### src/include/uplink_map.svh
/*
 * Offsets, counts and timing constants of the uplink port.
 * Assumes the core clock runs at CLK_PERIOD_NS and is included by bare name.
 */
`ifndef UPLINK_MAP_SVH
`define UPLINK_MAP_SVH

`define CLK_PERIOD_NS   100
// half period of the link clock that the port makes itself
`define LINK_HALF_NS    400
`define LINK_HALF_CYC   3'((`LINK_HALF_NS + `CLK_PERIOD_NS - 1) / `CLK_PERIOD_NS)
// longest gap between reference edges before the reference counts as lost
`define REF_LOST_NS     2000
`define REF_LOST_CYC    5'((`REF_LOST_NS) / (`CLK_PERIOD_NS))
// reference edges counted before the next one lets the port start working
`define REF_GOOD_EDGES  3'h4
// last count of the slow divider; one di-bit is held ten reference cycles at the slow rate
`define SLOW_HOLD_LAST  4'h9
// units per byte and unit width on each variant
`define MII_UNITS       3'h2
`define RMII_UNITS      3'h4
`define MII_SHIFT       4
`define RMII_SHIFT      2
// core cycles after reset release before the straps are taken
`define STRAP_SETTLE    2'h3

`endif

### src/include/uplink_pkg.sv
/*
 * Types shared by the uplink port.
 * Assumes nothing beyond a SystemVerilog compiler.
 */
package uplink_pkg;
	typedef enum logic [0:0] {TX_IDLE = 1'b0, TX_SEND = 1'b1} tx_state_t;
	typedef enum logic [0:0] {RX_IDLE = 1'b0, RX_DATA = 1'b1} rx_state_t;
endpackage

### src/rtl/pin_sync.sv
/*
 * Two-flop synchroniser for a group of pin levels.
 * Assumes the inputs are quasi-static or slower than the core clock.
 */
module pin_sync #(
	parameter int W = 1
) (
	input  wire logic         clk_i,
	input  wire logic         rst_b_i,
	input  wire logic [W-1:0] d_i,
	output logic      [W-1:0] q_o
);
	logic [W-1:0] meta;
	logic [W-1:0] next_meta;
	logic [W-1:0] next_q;

	// first stage feeds only the second stage
	always_comb begin
		next_meta = d_i;
		next_q    = meta;
	end

	always_ff @(posedge clk_i or negedge rst_b_i) begin
		if (!rst_b_i) begin
			meta <= '0;
			q_o  <= '0;
		end else begin
			meta <= next_meta;
			q_o  <= next_q;
		end
	end
endmodule // pin_sync

### src/rtl/uplink_port.sv
/*
 * Uplink port in MII and RMII variants: byte stream to link units and back.
 * Assumes link clocks far slower than CLK_I, sampled and edge detected here.
 */
// Function
// - MII MAC or PHY role comes from the port-role strap taken at reset.
// - MII PHY role: takes transmit pins, drives both clocks, collision, carrier, receive pins.
// - MII MAC role: drives receive pins, takes clocks, collision, carrier, transmit pins.
// - MII moves one raw nibble per clock each way, clock is quarter bit rate.
// - half duplex MII flags collision when a frame meets another during transmit.
// - RMII runs both 10 and 100 Mbps on the same reference.
// - RMII clock mode makes the reference and drives it on the receive clock.
// - RMII paths are two bits wide and run independently.
// - in normal mode the received reference may clock the whole device.
// - clock-source strap picks shared reference pin or crystal pins for the core.
// - clock or normal mode from port-role strap, overridden by config bit 7.
// - in normal mode the port works only once the reference is present.
// - RMII to a MAC: drive valid and receive data, take enable and data.
// - RMII to a PHY: same pins, swapped meaning by wiring.
// - RMII needs no role setting; wiring alone defines the role.
`include "uplink_map.svh"

module uplink_port
	import uplink_pkg::*;
(
	input  wire logic       CLK_I,
	input  wire logic       RST_B_I,
	input  wire logic       STRAP_PORT_ROLE_I,
	input  wire logic       STRAP_CLOCK_SOURCE_I,
	input  wire logic       RMII_SEL_I,
	input  wire logic       RMII_SLOW_I,
	input  wire logic       HALF_DUPLEX_I,
	input  wire logic       CFG_OVERRIDE_I,
	input  wire logic       CFG_CLOCK_MODE_I,
	input  wire logic       PORT_XMIT_ENABLE_I,
	input  wire logic       PORT_XMIT_ERROR_I,
	input  wire logic [3:0] PORT_XMIT_DATA_I,
	input  wire logic       PORT_XMIT_CLOCK_I,
	output logic            PORT_XMIT_CLOCK_O,
	output logic            PORT_XMIT_CLOCK_OE_B_O,
	input  wire logic       PORT_RECV_CLOCK_I,
	output logic            PORT_RECV_CLOCK_O,
	output logic            PORT_RECV_CLOCK_OE_B_O,
	input  wire logic       PORT_COLLISION_I,
	output logic            PORT_COLLISION_O,
	input  wire logic       PORT_CARRIER_SENSE_I,
	output logic            PORT_CARRIER_SENSE_O,
	output logic            PORT_STATUS_OE_B_O,
	output logic            PORT_RECV_VALID_O,
	output logic            PORT_RECV_ERROR_O,
	output logic [3:0]      PORT_RECV_DATA_O,
	input  wire logic [7:0] EG_DATA_I,
	input  wire logic       EG_ERROR_I,
	input  wire logic       EG_VALID_I,
	output logic            EG_READY_O,
	output logic [7:0]      IN_DATA_O,
	output logic            IN_ERROR_O,
	output logic            IN_VALID_O,
	output logic            IN_FRAME_O,
	output logic            ROLE_PHY_O,
	output logic            CLOCK_MODE_O,
	output logic            CORE_CLK_FROM_REF_O,
	output logic            REF_READY_O,
	output logic            COLLISION_SEEN_O
);
	logic [1:0] clk_s;
	logic [9:0] pin_s;
	logic       xc_s, rc_s, strap_role_s, strap_clk_s, xen_s, xer_s, col_s, crs_s;
	logic [3:0] xd_s;

	pin_sync #(.W(2)) u_clk_sync (
		.clk_i   (CLK_I),
		.rst_b_i (RST_B_I),
		.d_i     ({PORT_RECV_CLOCK_I, PORT_XMIT_CLOCK_I}),
		.q_o     (clk_s)
	);
	pin_sync #(.W(10)) u_pin_sync (
		.clk_i   (CLK_I),
		.rst_b_i (RST_B_I),
		.d_i     ({STRAP_PORT_ROLE_I, STRAP_CLOCK_SOURCE_I, PORT_XMIT_ENABLE_I,
		           PORT_XMIT_ERROR_I, PORT_XMIT_DATA_I, PORT_COLLISION_I,
		           PORT_CARRIER_SENSE_I}),
		.q_o     (pin_s)
	);
	assign {rc_s, xc_s} = clk_s;
	assign {strap_role_s, strap_clk_s, xen_s, xer_s, xd_s, col_s, crs_s} = pin_s;

	// clocking and mode state
	logic [1:0] strap_cnt, next_strap_cnt;
	logic       strap_done, next_strap_done, next_role, next_core_src;
	logic [2:0] gen_cnt, next_gen_cnt;
	logic       next_gen_clk, xc_prev, rc_prev;
	logic [2:0] ref_edges, next_ref_edges;
	logic [4:0] ref_gap, next_ref_gap;
	logic       next_ref_ok, next_clock_mode, next_xc_oe_b, next_rc_oe_b, next_st_oe_b;
	logic       gen_rise, xc_rise, rc_rise, use_gen, tx_tick, rx_tick;

	assign gen_rise = (gen_cnt == `LINK_HALF_CYC - 3'h1) && !PORT_XMIT_CLOCK_O;
	assign xc_rise  = xc_s && !xc_prev;
	assign rc_rise  = rc_s && !rc_prev;
	assign use_gen  = RMII_SEL_I ? CLOCK_MODE_O : ROLE_PHY_O;
	assign rx_tick  = use_gen ? gen_rise : xc_rise;
	assign tx_tick  = use_gen ? gen_rise : (RMII_SEL_I ? xc_rise : rc_rise);

	// strap capture, clock divider, reference watch and pin directions
	always_comb begin
		next_strap_cnt  = strap_cnt;
		next_strap_done = strap_done;
		next_role       = ROLE_PHY_O;
		next_core_src   = CORE_CLK_FROM_REF_O;
		if (!strap_done) begin
			next_strap_cnt = strap_cnt + 2'h1;
			if (strap_cnt == `STRAP_SETTLE) begin
				next_strap_done = 1'b1;
				next_role       = strap_role_s;
				next_core_src   = strap_clk_s;
			end
		end
		next_gen_cnt = (gen_cnt == `LINK_HALF_CYC - 3'h1) ? 3'h0 : gen_cnt + 3'h1;
		next_gen_clk = (gen_cnt == `LINK_HALF_CYC - 3'h1) ? !PORT_XMIT_CLOCK_O
		                                                   : PORT_XMIT_CLOCK_O;
		next_clock_mode = CFG_OVERRIDE_I ? CFG_CLOCK_MODE_I : ROLE_PHY_O;
		next_ref_edges  = ref_edges;
		next_ref_gap    = ref_gap;
		next_ref_ok     = REF_READY_O;
		if (use_gen) begin
			next_ref_edges = 3'h0;
			next_ref_gap   = 5'h0;
			next_ref_ok    = strap_done;
		end else if (xc_rise) begin
			next_ref_gap = 5'h0;
			if (ref_edges != `REF_GOOD_EDGES)
				next_ref_edges = ref_edges + 3'h1;
			else
				next_ref_ok = strap_done;
		end else if (ref_gap == `REF_LOST_CYC) begin
			next_ref_edges = 3'h0;
			next_ref_ok    = 1'b0;
		end else begin
			next_ref_gap = ref_gap + 5'h1;
		end
		// PHY role drives both MII clocks; clock mode drives the reference out
		next_xc_oe_b = !(strap_done && !RMII_SEL_I && ROLE_PHY_O);
		next_rc_oe_b = !(strap_done && (RMII_SEL_I ? CLOCK_MODE_O : ROLE_PHY_O));
		next_st_oe_b = next_xc_oe_b;
	end

	always_ff @(posedge CLK_I or negedge RST_B_I) begin
		if (!RST_B_I) begin
			strap_cnt              <= 2'h0;
			strap_done             <= 1'b0;
			ROLE_PHY_O             <= 1'b0;
			CORE_CLK_FROM_REF_O    <= 1'b0;
			gen_cnt                <= 3'h0;
			PORT_XMIT_CLOCK_O      <= 1'b0;
			PORT_RECV_CLOCK_O      <= 1'b0;
			xc_prev                <= 1'b0;
			rc_prev                <= 1'b0;
			ref_edges              <= 3'h0;
			ref_gap                <= 5'h0;
			REF_READY_O            <= 1'b0;
			CLOCK_MODE_O           <= 1'b0;
			PORT_XMIT_CLOCK_OE_B_O <= 1'b1;
			PORT_RECV_CLOCK_OE_B_O <= 1'b1;
			PORT_STATUS_OE_B_O     <= 1'b1;
		end else begin
			strap_cnt              <= next_strap_cnt;
			strap_done             <= next_strap_done;
			ROLE_PHY_O             <= next_role;
			CORE_CLK_FROM_REF_O    <= next_core_src;
			gen_cnt                <= next_gen_cnt;
			PORT_XMIT_CLOCK_O      <= next_gen_clk;
			PORT_RECV_CLOCK_O      <= next_gen_clk;
			xc_prev                <= xc_s;
			rc_prev                <= rc_s;
			ref_edges              <= next_ref_edges;
			ref_gap                <= next_ref_gap;
			REF_READY_O            <= next_ref_ok;
			CLOCK_MODE_O           <= next_clock_mode;
			PORT_XMIT_CLOCK_OE_B_O <= next_xc_oe_b;
			PORT_RECV_CLOCK_OE_B_O <= next_rc_oe_b;
			PORT_STATUS_OE_B_O     <= next_st_oe_b;
		end
	end

	// transmit path: byte holding stage, then units out on each step
	tx_state_t  tx_state, next_tx_state;
	logic [7:0] tx_shift, next_tx_shift, hold_data, next_hold_data;
	logic [2:0] tx_cnt, next_tx_cnt;
	logic [3:0] tx_div, next_tx_div;
	logic       tx_err, next_tx_err, hold_err, next_hold_err, hold_full, next_hold_full;
	logic       next_eg_ready, next_valid, next_err, tx_step, slow;
	logic [3:0] next_data;

	assign slow    = RMII_SEL_I && RMII_SLOW_I;
	assign tx_step = tx_tick && REF_READY_O && (!slow || tx_div == 4'h0);

	always_comb begin
		next_tx_state  = tx_state;
		next_tx_shift  = tx_shift;
		next_tx_cnt    = tx_cnt;
		next_tx_err    = tx_err;
		next_hold_data = hold_data;
		next_hold_err  = hold_err;
		next_hold_full = hold_full;
		next_valid     = PORT_RECV_VALID_O;
		next_err       = PORT_RECV_ERROR_O;
		next_data      = PORT_RECV_DATA_O;
		next_tx_div    = tx_div;
		if (tx_tick)
			next_tx_div = (!slow || tx_div == `SLOW_HOLD_LAST) ? 4'h0 : tx_div + 4'h1;
		if (EG_VALID_I && EG_READY_O) begin
			next_hold_data = EG_DATA_I;
			next_hold_err  = EG_ERROR_I;
			next_hold_full = 1'b1;
		end
		if (tx_step) begin
			if (tx_cnt != 3'h0) begin
				next_data     = RMII_SEL_I ? {2'h0, tx_shift[1:0]} : tx_shift[3:0];
				next_tx_shift = RMII_SEL_I ? tx_shift >> `RMII_SHIFT : tx_shift >> `MII_SHIFT;
				next_tx_cnt   = tx_cnt - 3'h1;
				next_err      = tx_err;
			end else if (hold_full) begin
				next_tx_state  = TX_SEND;
				next_valid     = 1'b1;
				next_err       = hold_err;
				next_tx_err    = hold_err;
				next_data      = RMII_SEL_I ? {2'h0, hold_data[1:0]} : hold_data[3:0];
				next_tx_shift  = RMII_SEL_I ? hold_data >> `RMII_SHIFT
				                            : hold_data >> `MII_SHIFT;
				next_tx_cnt    = (RMII_SEL_I ? `RMII_UNITS : `MII_UNITS) - 3'h1;
				next_hold_full = EG_VALID_I && EG_READY_O;
			end else begin
				next_tx_state = TX_IDLE;
				next_valid    = 1'b0;
				next_err      = 1'b0;
				next_data     = 4'h0;
			end
		end
		next_eg_ready = !next_hold_full;
	end

	always_ff @(posedge CLK_I or negedge RST_B_I) begin
		if (!RST_B_I) begin
			tx_state          <= TX_IDLE;
			tx_shift          <= 8'h00;
			tx_cnt            <= 3'h0;
			tx_err            <= 1'b0;
			tx_div            <= 4'h0;
			hold_data         <= 8'h00;
			hold_err          <= 1'b0;
			hold_full         <= 1'b0;
			EG_READY_O        <= 1'b0;
			PORT_RECV_VALID_O <= 1'b0;
			PORT_RECV_ERROR_O <= 1'b0;
			PORT_RECV_DATA_O  <= 4'h0;
		end else begin
			tx_state          <= next_tx_state;
			tx_shift          <= next_tx_shift;
			tx_cnt            <= next_tx_cnt;
			tx_err            <= next_tx_err;
			tx_div            <= next_tx_div;
			hold_data         <= next_hold_data;
			hold_err          <= next_hold_err;
			hold_full         <= next_hold_full;
			EG_READY_O        <= next_eg_ready;
			PORT_RECV_VALID_O <= next_valid;
			PORT_RECV_ERROR_O <= next_err;
			PORT_RECV_DATA_O  <= next_data;
		end
	end

	// receive path: units in on each step, byte out when complete
	rx_state_t  rx_state, next_rx_state;
	logic [7:0] rx_shift, next_rx_shift, next_in_data;
	logic [2:0] rx_cnt, next_rx_cnt;
	logic [3:0] rx_div, next_rx_div;
	logic       rx_err, next_rx_err, next_in_valid, next_in_err, rx_step;
	logic       next_col, next_crs, next_col_seen;

	// the frame's first unit restarts the slow divider so the hold aligns to it
	assign rx_step = rx_tick && REF_READY_O && (!slow || rx_div == 4'h0 || rx_state == RX_IDLE);

	always_comb begin
		next_rx_state = rx_state;
		next_rx_shift = rx_shift;
		next_rx_cnt   = rx_cnt;
		next_rx_err   = rx_err;
		next_rx_div   = rx_div;
		next_in_data  = IN_DATA_O;
		next_in_err   = IN_ERROR_O;
		next_in_valid = 1'b0;
		if (rx_tick)
			next_rx_div = (!slow || rx_div == `SLOW_HOLD_LAST || rx_step) ?
			              ((slow && rx_step) ? 4'h1 : 4'h0) : rx_div + 4'h1;
		if (rx_step) begin
			if (xen_s) begin
				next_rx_state = RX_DATA;
				// low unit arrives first and ends at the bottom of the byte
				next_rx_shift = RMII_SEL_I ? {xd_s[1:0], rx_shift[7:2]}
				                           : {xd_s, rx_shift[7:4]};
				next_rx_err   = rx_err || xer_s;
				if (rx_cnt == (RMII_SEL_I ? `RMII_UNITS : `MII_UNITS) - 3'h1) begin
					next_in_data  = next_rx_shift;
					next_in_err   = next_rx_err;
					next_in_valid = 1'b1;
					next_rx_cnt   = 3'h0;
					next_rx_err   = 1'b0;
				end else begin
					next_rx_cnt = rx_cnt + 3'h1;
				end
			end else begin
				// a trailing part byte is dropped
				next_rx_state = RX_IDLE;
				next_rx_cnt   = 3'h0;
				next_rx_err   = 1'b0;
			end
		end
		// PHY role reports the medium toward the external MAC
		next_crs      = (tx_state == TX_SEND) || xen_s;
		next_col      = HALF_DUPLEX_I && (tx_state == TX_SEND) && xen_s;
		next_col_seen = ROLE_PHY_O ? next_col : (!RMII_SEL_I && col_s && crs_s);
	end

	always_ff @(posedge CLK_I or negedge RST_B_I) begin
		if (!RST_B_I) begin
			rx_state             <= RX_IDLE;
			rx_shift             <= 8'h00;
			rx_cnt               <= 3'h0;
			rx_err               <= 1'b0;
			rx_div               <= 4'h0;
			IN_DATA_O            <= 8'h00;
			IN_ERROR_O           <= 1'b0;
			IN_VALID_O           <= 1'b0;
			IN_FRAME_O           <= 1'b0;
			PORT_CARRIER_SENSE_O <= 1'b0;
			PORT_COLLISION_O     <= 1'b0;
			COLLISION_SEEN_O     <= 1'b0;
		end else begin
			rx_state             <= next_rx_state;
			rx_shift             <= next_rx_shift;
			rx_cnt               <= next_rx_cnt;
			rx_err               <= next_rx_err;
			rx_div               <= next_rx_div;
			IN_DATA_O            <= next_in_data;
			IN_ERROR_O           <= next_in_err;
			IN_VALID_O           <= next_in_valid;
			IN_FRAME_O           <= next_rx_state == RX_DATA;
			PORT_CARRIER_SENSE_O <= next_crs;
			PORT_COLLISION_O     <= next_col;
			COLLISION_SEEN_O     <= next_col_seen;
		end
	end
endmodule // uplink_port

### config.mk
export PLATFORM = sky130hd
export DESIGN_NAME = uplink_port
export DESIGN_NICKNAME = d
export VERILOG_FILES = /design/src/include/uplink_pkg.sv /design/src/rtl/pin_sync.sv /design/src/rtl/uplink_port.sv
export VERILOG_INCLUDE_DIRS = /design/src /design/src/include
export SDC_FILE = /design/constraint.sdc
export NUM_CORES = 1
export LEC_CHECK = 0
export ABC_AREA = 1
export BUFFER_PORTS_ARGS = -buffer_cell sky130_fd_sc_hd__buf_2
export CAP_MARGIN = 20
export CORE_ASPECT_RATIO = 1.2
export CORE_MARGIN = 1
export CORE_UTILIZATION = 58
export CTS_CLUSTER_SIZE = 24
export DETAILED_ROUTE_END_ITERATION = 16
export PLACE_DENSITY = 0.79
export SETUP_SLACK_MARGIN = 0.4
export SLEW_MARGIN = 40
export SYNTH_ARGS = -nofsm -noshare
export SYNTH_HDL_FRONTEND = slang
export SYNTH_SLANG_ARGS = --single-unit
### constraint.sdc
create_clock -name CLK_I -period 2.1 [get_ports CLK_I]
set_clock_uncertainty 0.2 [all_clocks]
set_input_delay 0.42 -clock CLK_I [delete_from_list [all_inputs] [get_ports CLK_I]]
set_output_delay 0.42 -clock CLK_I [all_outputs]
set_load 0.01 [all_outputs]
# Word-level counts from Yosys, hierarchy flattened
# Cells that the tools add are included.
# classes
addsub,9
eq_ne,10
muxes,50
n_bitwise,3
n_reduce_logical,46
# op_table
op,count
two-way mux 3 bit,10
two-way mux 1 bit,26
two-way mux 4 bit,6
two-way mux 8 bit,3
logical AND 1 bit,17
two-way mux 5 bit,3
two-way mux 6 bit,2
AND reduction 2 bit,6
"adder 3 x 1 -> 3 bit, second input constant",3
"!= test 3 bit, second input constant",3
"adder 4 x 1 -> 4 bit, second input constant",2
"== test 4 bit, second input constant",2
logical NOT 1 bit,8
logical NOT 4 bit,2
logical OR 1 bit,8
AND reduction 3 bit,2
nonzero test 3 bit,2
"subtractor 3 x 1 -> 3 bit, second input constant",2
"adder 5 x 1 -> 5 bit, second input constant",1
"== test 5 bit, second input constant",1
"== test 3 x 2 -> 1 bit, second input constant",1
== test 3 bit,1
"!= test 3 x 1 -> 1 bit, second input constant",1
NOT 1 bit,3
other kinds (3),3
# word_totals
register_bits,110
output_inout_bits,30
wordCells,158

# Longest topological paths before layout
# logic_depth
depth_word,8
mapped_depth,10
mapped_depth_nobuf,9

# By module
# Synthesis repeated with hierarchy kept, for this count alone.
# unflattened
cells_unflattened,512
area_unflattened_um2,4642.0
# by_module_without_submodules
mod,instances,cells_each,area_each_um2,seq_area_each_um2
uplink_port,1,488,4041.4,2054.5
pin_sync (u_pin_sync),1,20,500.5,500.5
pin_sync (u_clk_sync),1,4,100.1,100.1

# Worst setup path before layout
# No wires, ideal clock.
# synth_timing
path_kind,input to register
from,in RMII_SEL_I
to,reg PORT_RECV_DATA_O[1]
setup_time_ns,0.123
arrival_time_ns,1.277
setup_slack_ns,0.500
stages,10
cell_sequence,buf_6 > nand2_4 > inv_2 > nor2_4 > nand3_2 > nand2_2 > nand2_1 > buf_6 > nand2_1 > o21ai_2
# synth_between
elab_chain_len,4
word_cells_on_any_way,8
cone_classes,3 x mux; 5 x reduce/logical
# synth_lines
element,line_no,text
"start, declared",uplink_port.sv:30,"input wire logic RMII_SEL_I,"
"two-way mux 1 bit, or another cell as far along",uplink_port.sv:103,assign tx_tick = use_gen ? gen_rise : (RMII_SEL_I ? xc_rise : rc_rise);
two-way mux 1 bit or logical NOT 1 bit (tied branches),"uplink_port.sv:103, uplink_port.sv:196",
logical AND 1 bit or logical OR 1 bit (tied branches),uplink_port.sv:196,assign tx_step = tx_tick && REF_READY_O && (!slow || tx_div == 4'h0);
logical AND 1 bit (*),uplink_port.sv:196,
"end signal, assigned",uplink_port.sv:269,PORT_RECV_DATA_O <= next_data;
"end, declared",uplink_port.sv:51,"output logic [3:0] PORT_RECV_DATA_O,"
# Every way passes the cells marked *; elsewhere a longest branch is shown, timed or not.
# A chain may end at the register's enable or synchronous reset.

# Worst setup path in the final report
# layout_timing
from,reg tx_div[1]
to,reg tx_shift[2]
# layout_between
elab_chain_len,4
# layout_lines
element,line_no,text
"start, declared",uplink_port.sv:190,"logic [3:0] tx_div, next_tx_div;"
"start signal, assigned",uplink_port.sv:262,tx_div <= next_tx_div;
logical NOT 4 bit,uplink_port.sv:196,
logical OR 1 bit,uplink_port.sv:196,
logical AND 1 bit,uplink_port.sv:196,
AND reduction 2 bit (no source line),n/a,
"end signal, assigned",uplink_port.sv:259,tx_shift <= next_tx_shift;
"end, declared",uplink_port.sv:188,"logic [7:0] tx_shift, next_tx_shift, hold_data, next_hold_data;"
# Every way passes these cells.

==> results.md <==
- Period utilization: 81.79%
- Area post-placement: 5154 sq um
- Input/output buffers: 58
- Largest net degree at the start of global routing: 55
- Seq cells post-synth: 106
- Setup violations, final: 0
- Drt total wl: 10020 um
- DR vias/cell: 5.388
- Post-synth top area share: 54.59%
- Initial Utilization: 60.81%
- Synthesized cell area: 4767 sq um
- Number of remaining DRC errors: 3
- Final slew viol count: 0
- VDD IR max: 0.4939 mV
- Clock root cell: clkbuf_8
- GPL Wtd Cong: 0.8389
- Setup Total Neg Slack: 0 ps
- Post-DRT Antenna Nets: 0
- Core area: 7839 sq um
- Top delay family on crit path: flip-flops
- Initial antenna violation count: 0
- Clock slew seen by the registers of the worst setup and hold paths: 110 ps
- RSZ-0062 raised after global routing: true
- Ports: 59
- Number of global-route vias before repair: 3607
- Cells after synthesis: 512
- Seq/Total Area, Yosys: 55.70%
- Maximum clock path buffer count: 2
- Achievable frequency: 0.5822 GHz
- Met3 usage: 4.075%
- Die H: 101.3 um
- Met2 Track Usage GR: 42.21%
- First-pass GRT wire length: 16040 um
- Clock Sinks: 106
- Die area: 8587 sq um
- # diodes: 0
- Cell Chain, Critical Path: inv_2 > ha_2 > nand3_2 > a21oi_4 > buf_6 > buf_12 > nand4_1 > nand2_1
- WL/cell: 14.06 um
- CP max stage delay: 420 ps
- Crit Path Category: reg2reg
- Dpl hpwl: 6496 um
- Die X: 84.76 um
- Via count: 3842
- Final Hold Viols: 0
- Finished Layout Cells: 713
- Slowest CP cell: dfrtp_1
- Top Usage Layer GRT: met2
- Class of the worst hold path: in2reg
- Yosys warnings: 0
- Post-route cell area: 5943 sq um
- Unique masters post-synth: 31
- Post-synth top area cell: dfrtp_1
- Total of max-cap violations: 0
- Crit path launch type: register
- Pleak: 3.105 nW
- Dpl cells: 655
- Nets@finish: 660
- Skew-Pair Late Insertion Delay: 370 ps
- Failing checks: design-rule violations
- Worst Path Buf+Inv: 3
- WP data required: 2210 ps
- Pwr/cell area: 985.5 nW/um^2
- Slew @ Worst Pin: 405.5 ps
- Worst endpoint data arrival time: 1830 ps
- H-tree depth: 3
- CTS Buf Count: 9
- M1 GR Usage: 28.88%
- CTS tree: yes
- DRT Pass-1 Iters: 10
- Status: complete, but fails checks
- Area Overhead vs Synth: 24.67%
- Share of layout cells above drive strength 1: 28.82%
- Remaining Overflow, GRT: 0
- Most area-consuming cells after synthesis: dfrtp_1 (55%), nand2_1 (13%), nand4_1 (4.1%)
- Slew headroom: 72.97%
- Row count: 35
- CP Max Fanout: 9
- Syn_nets: 556
- Min Clock Period, post-route: 1718 ps
- Worst setup EP type: register
- Total GRT Usage: 23.96%
- Syn_area_per_cell: 9.311 sq um
- DR iter-0 viols: 268
==> registers in the layout (all words and copies together), names as in the netlist, 2 cells and up <==
name	cells
IN_DATA_O	8
PORT_RECV_DATA_O	4
gen_cnt	3
hold_data	8
ref_edges	3
ref_gap	5
rx_cnt	3
rx_div	4
rx_shift	6
strap_cnt	2
tx_cnt	3
tx_div	4
tx_shift	6
u_clk_sync.meta	2
u_clk_sync.q_o	2
u_pin_sync.meta	10
u_pin_sync.q_o	10
==> report_power, final <==
part / switching (mW) / internal, mW / total, mW
logic: 1.10 / 0.760 / 1.86
registers: 0.267 / 2.44 / 2.70
clock network: 0.719 / 0.572 / 1.29
==> worst reg2reg max path, delay by kind of cell (launching register included) <==
family | cells | cell delay [ps]
AO/OA/AOI/OAI | 1 | 210
adder cells (fa/ha/maj) | 1 | 170
buffers and inverters | 3 | 370
flip-flops | 1 | 420
AND/OR/NAND/NOR | 3 | 310
==> final timing paths <==
path | startpoint | endpoint | slack, ps | cells after the start
max | tx_div[1] | tx_shift[2] | 380 | 8
min | EG_DATA_I[0] | hold_data[0] | 30 | 3
max reg2reg | tx_div[1] | tx_shift[2] | 380 | 8
min reg2reg | u_clk_sync.meta[0] | u_clk_sync.q_o[0] | 160 | 0
max in group asynchronous | RST_B_I | PORT_STATUS_OE_B_O | 800 | 3
min in group asynchronous | RST_B_I | IN_VALID_O | 290 | 2
==> logic make-up after synthesis <==
logic type	synth area share [%]
multiplexers	0.2362
AO/OA/AOI/OAI	6.982
flip-flops	55.70
XOR/XNOR	1.470
buffers and inverters	7.113
adder cells (fa/ha/maj)	3.937
AND/OR/NAND/NOR	24.57
==> cell type report <==
type	count	area (sq um)
clock inverter	7	82.58
inverter	54	210.2
multi-input combinational	335	1938
clock buffer	9	123.9
fill	518	1896
tap	92	115.1
sequential	106	2655
timing repair buffer	110	818.3
==> through the flow <==
stage	worst slack [ps]	hold slack, ps	utilization (%)	power [mW]
finish	382.3	28.04	75.82	5.857
global route	309.0	42.69	75.82	6.225
CTS	407.8	24.42	72.16	5.571
detailed placement	149.1	134.7	65.75	4.179
global placement	240.3	132.4	65.75	4.104
floorplan	499.8	-75.59	-	3.713
==> Yosys cell counts (all sizes together) <==
library cell	instances
a21oi	8
or2	5
a22oi	2
xor2	5
a21boi	1
nor2	17
nand3	28
ha	15
inv	54
clkbuf	4
o21ai	45
nand4	31
nand2	172
xnor2	3
dfrtp	104
dfstp	2
buf	15
mux2	1
==> metal layers <==
metal	vias to the layer above	routed length (um)
li1	1861	-
met1	1858	4150
met2	98	5189
met3	25	388
met4	0	294
met5	-	0
==> what timing repair did <==
action,4_1_cts,5_1_grt
hold buffers,13,0
hold endpoints to repair,35,0
pin swaps,5,10
cloned,0,4
gates resized for setup,17,37
buffers inserted,12,13
endpoints found under the setup margin,41,47
==> cell usage in the layout, fill, tap and decap left out, types with 9 or more instances in the layout <==
master / synthesis / layout
nand4_1: 31 / 31
nand2_2: 5 / 11
nor2_1: 13 / 11
dlygate4sd3_1: 0 / 13
dfrtp_1: 104 / 104
o21ai_2: 9 / 10
buf_4: 6 / 28
buf_2: 4 / 57
ha_1: 15 / 12
clkbuf_8: 0 / 9
nand3_1: 23 / 21
inv_1: 50 / 44
o21ai_0: 35 / 32
nand2_1: 165 / 153
Note: power is estimated with default switching activity, not from simulation.
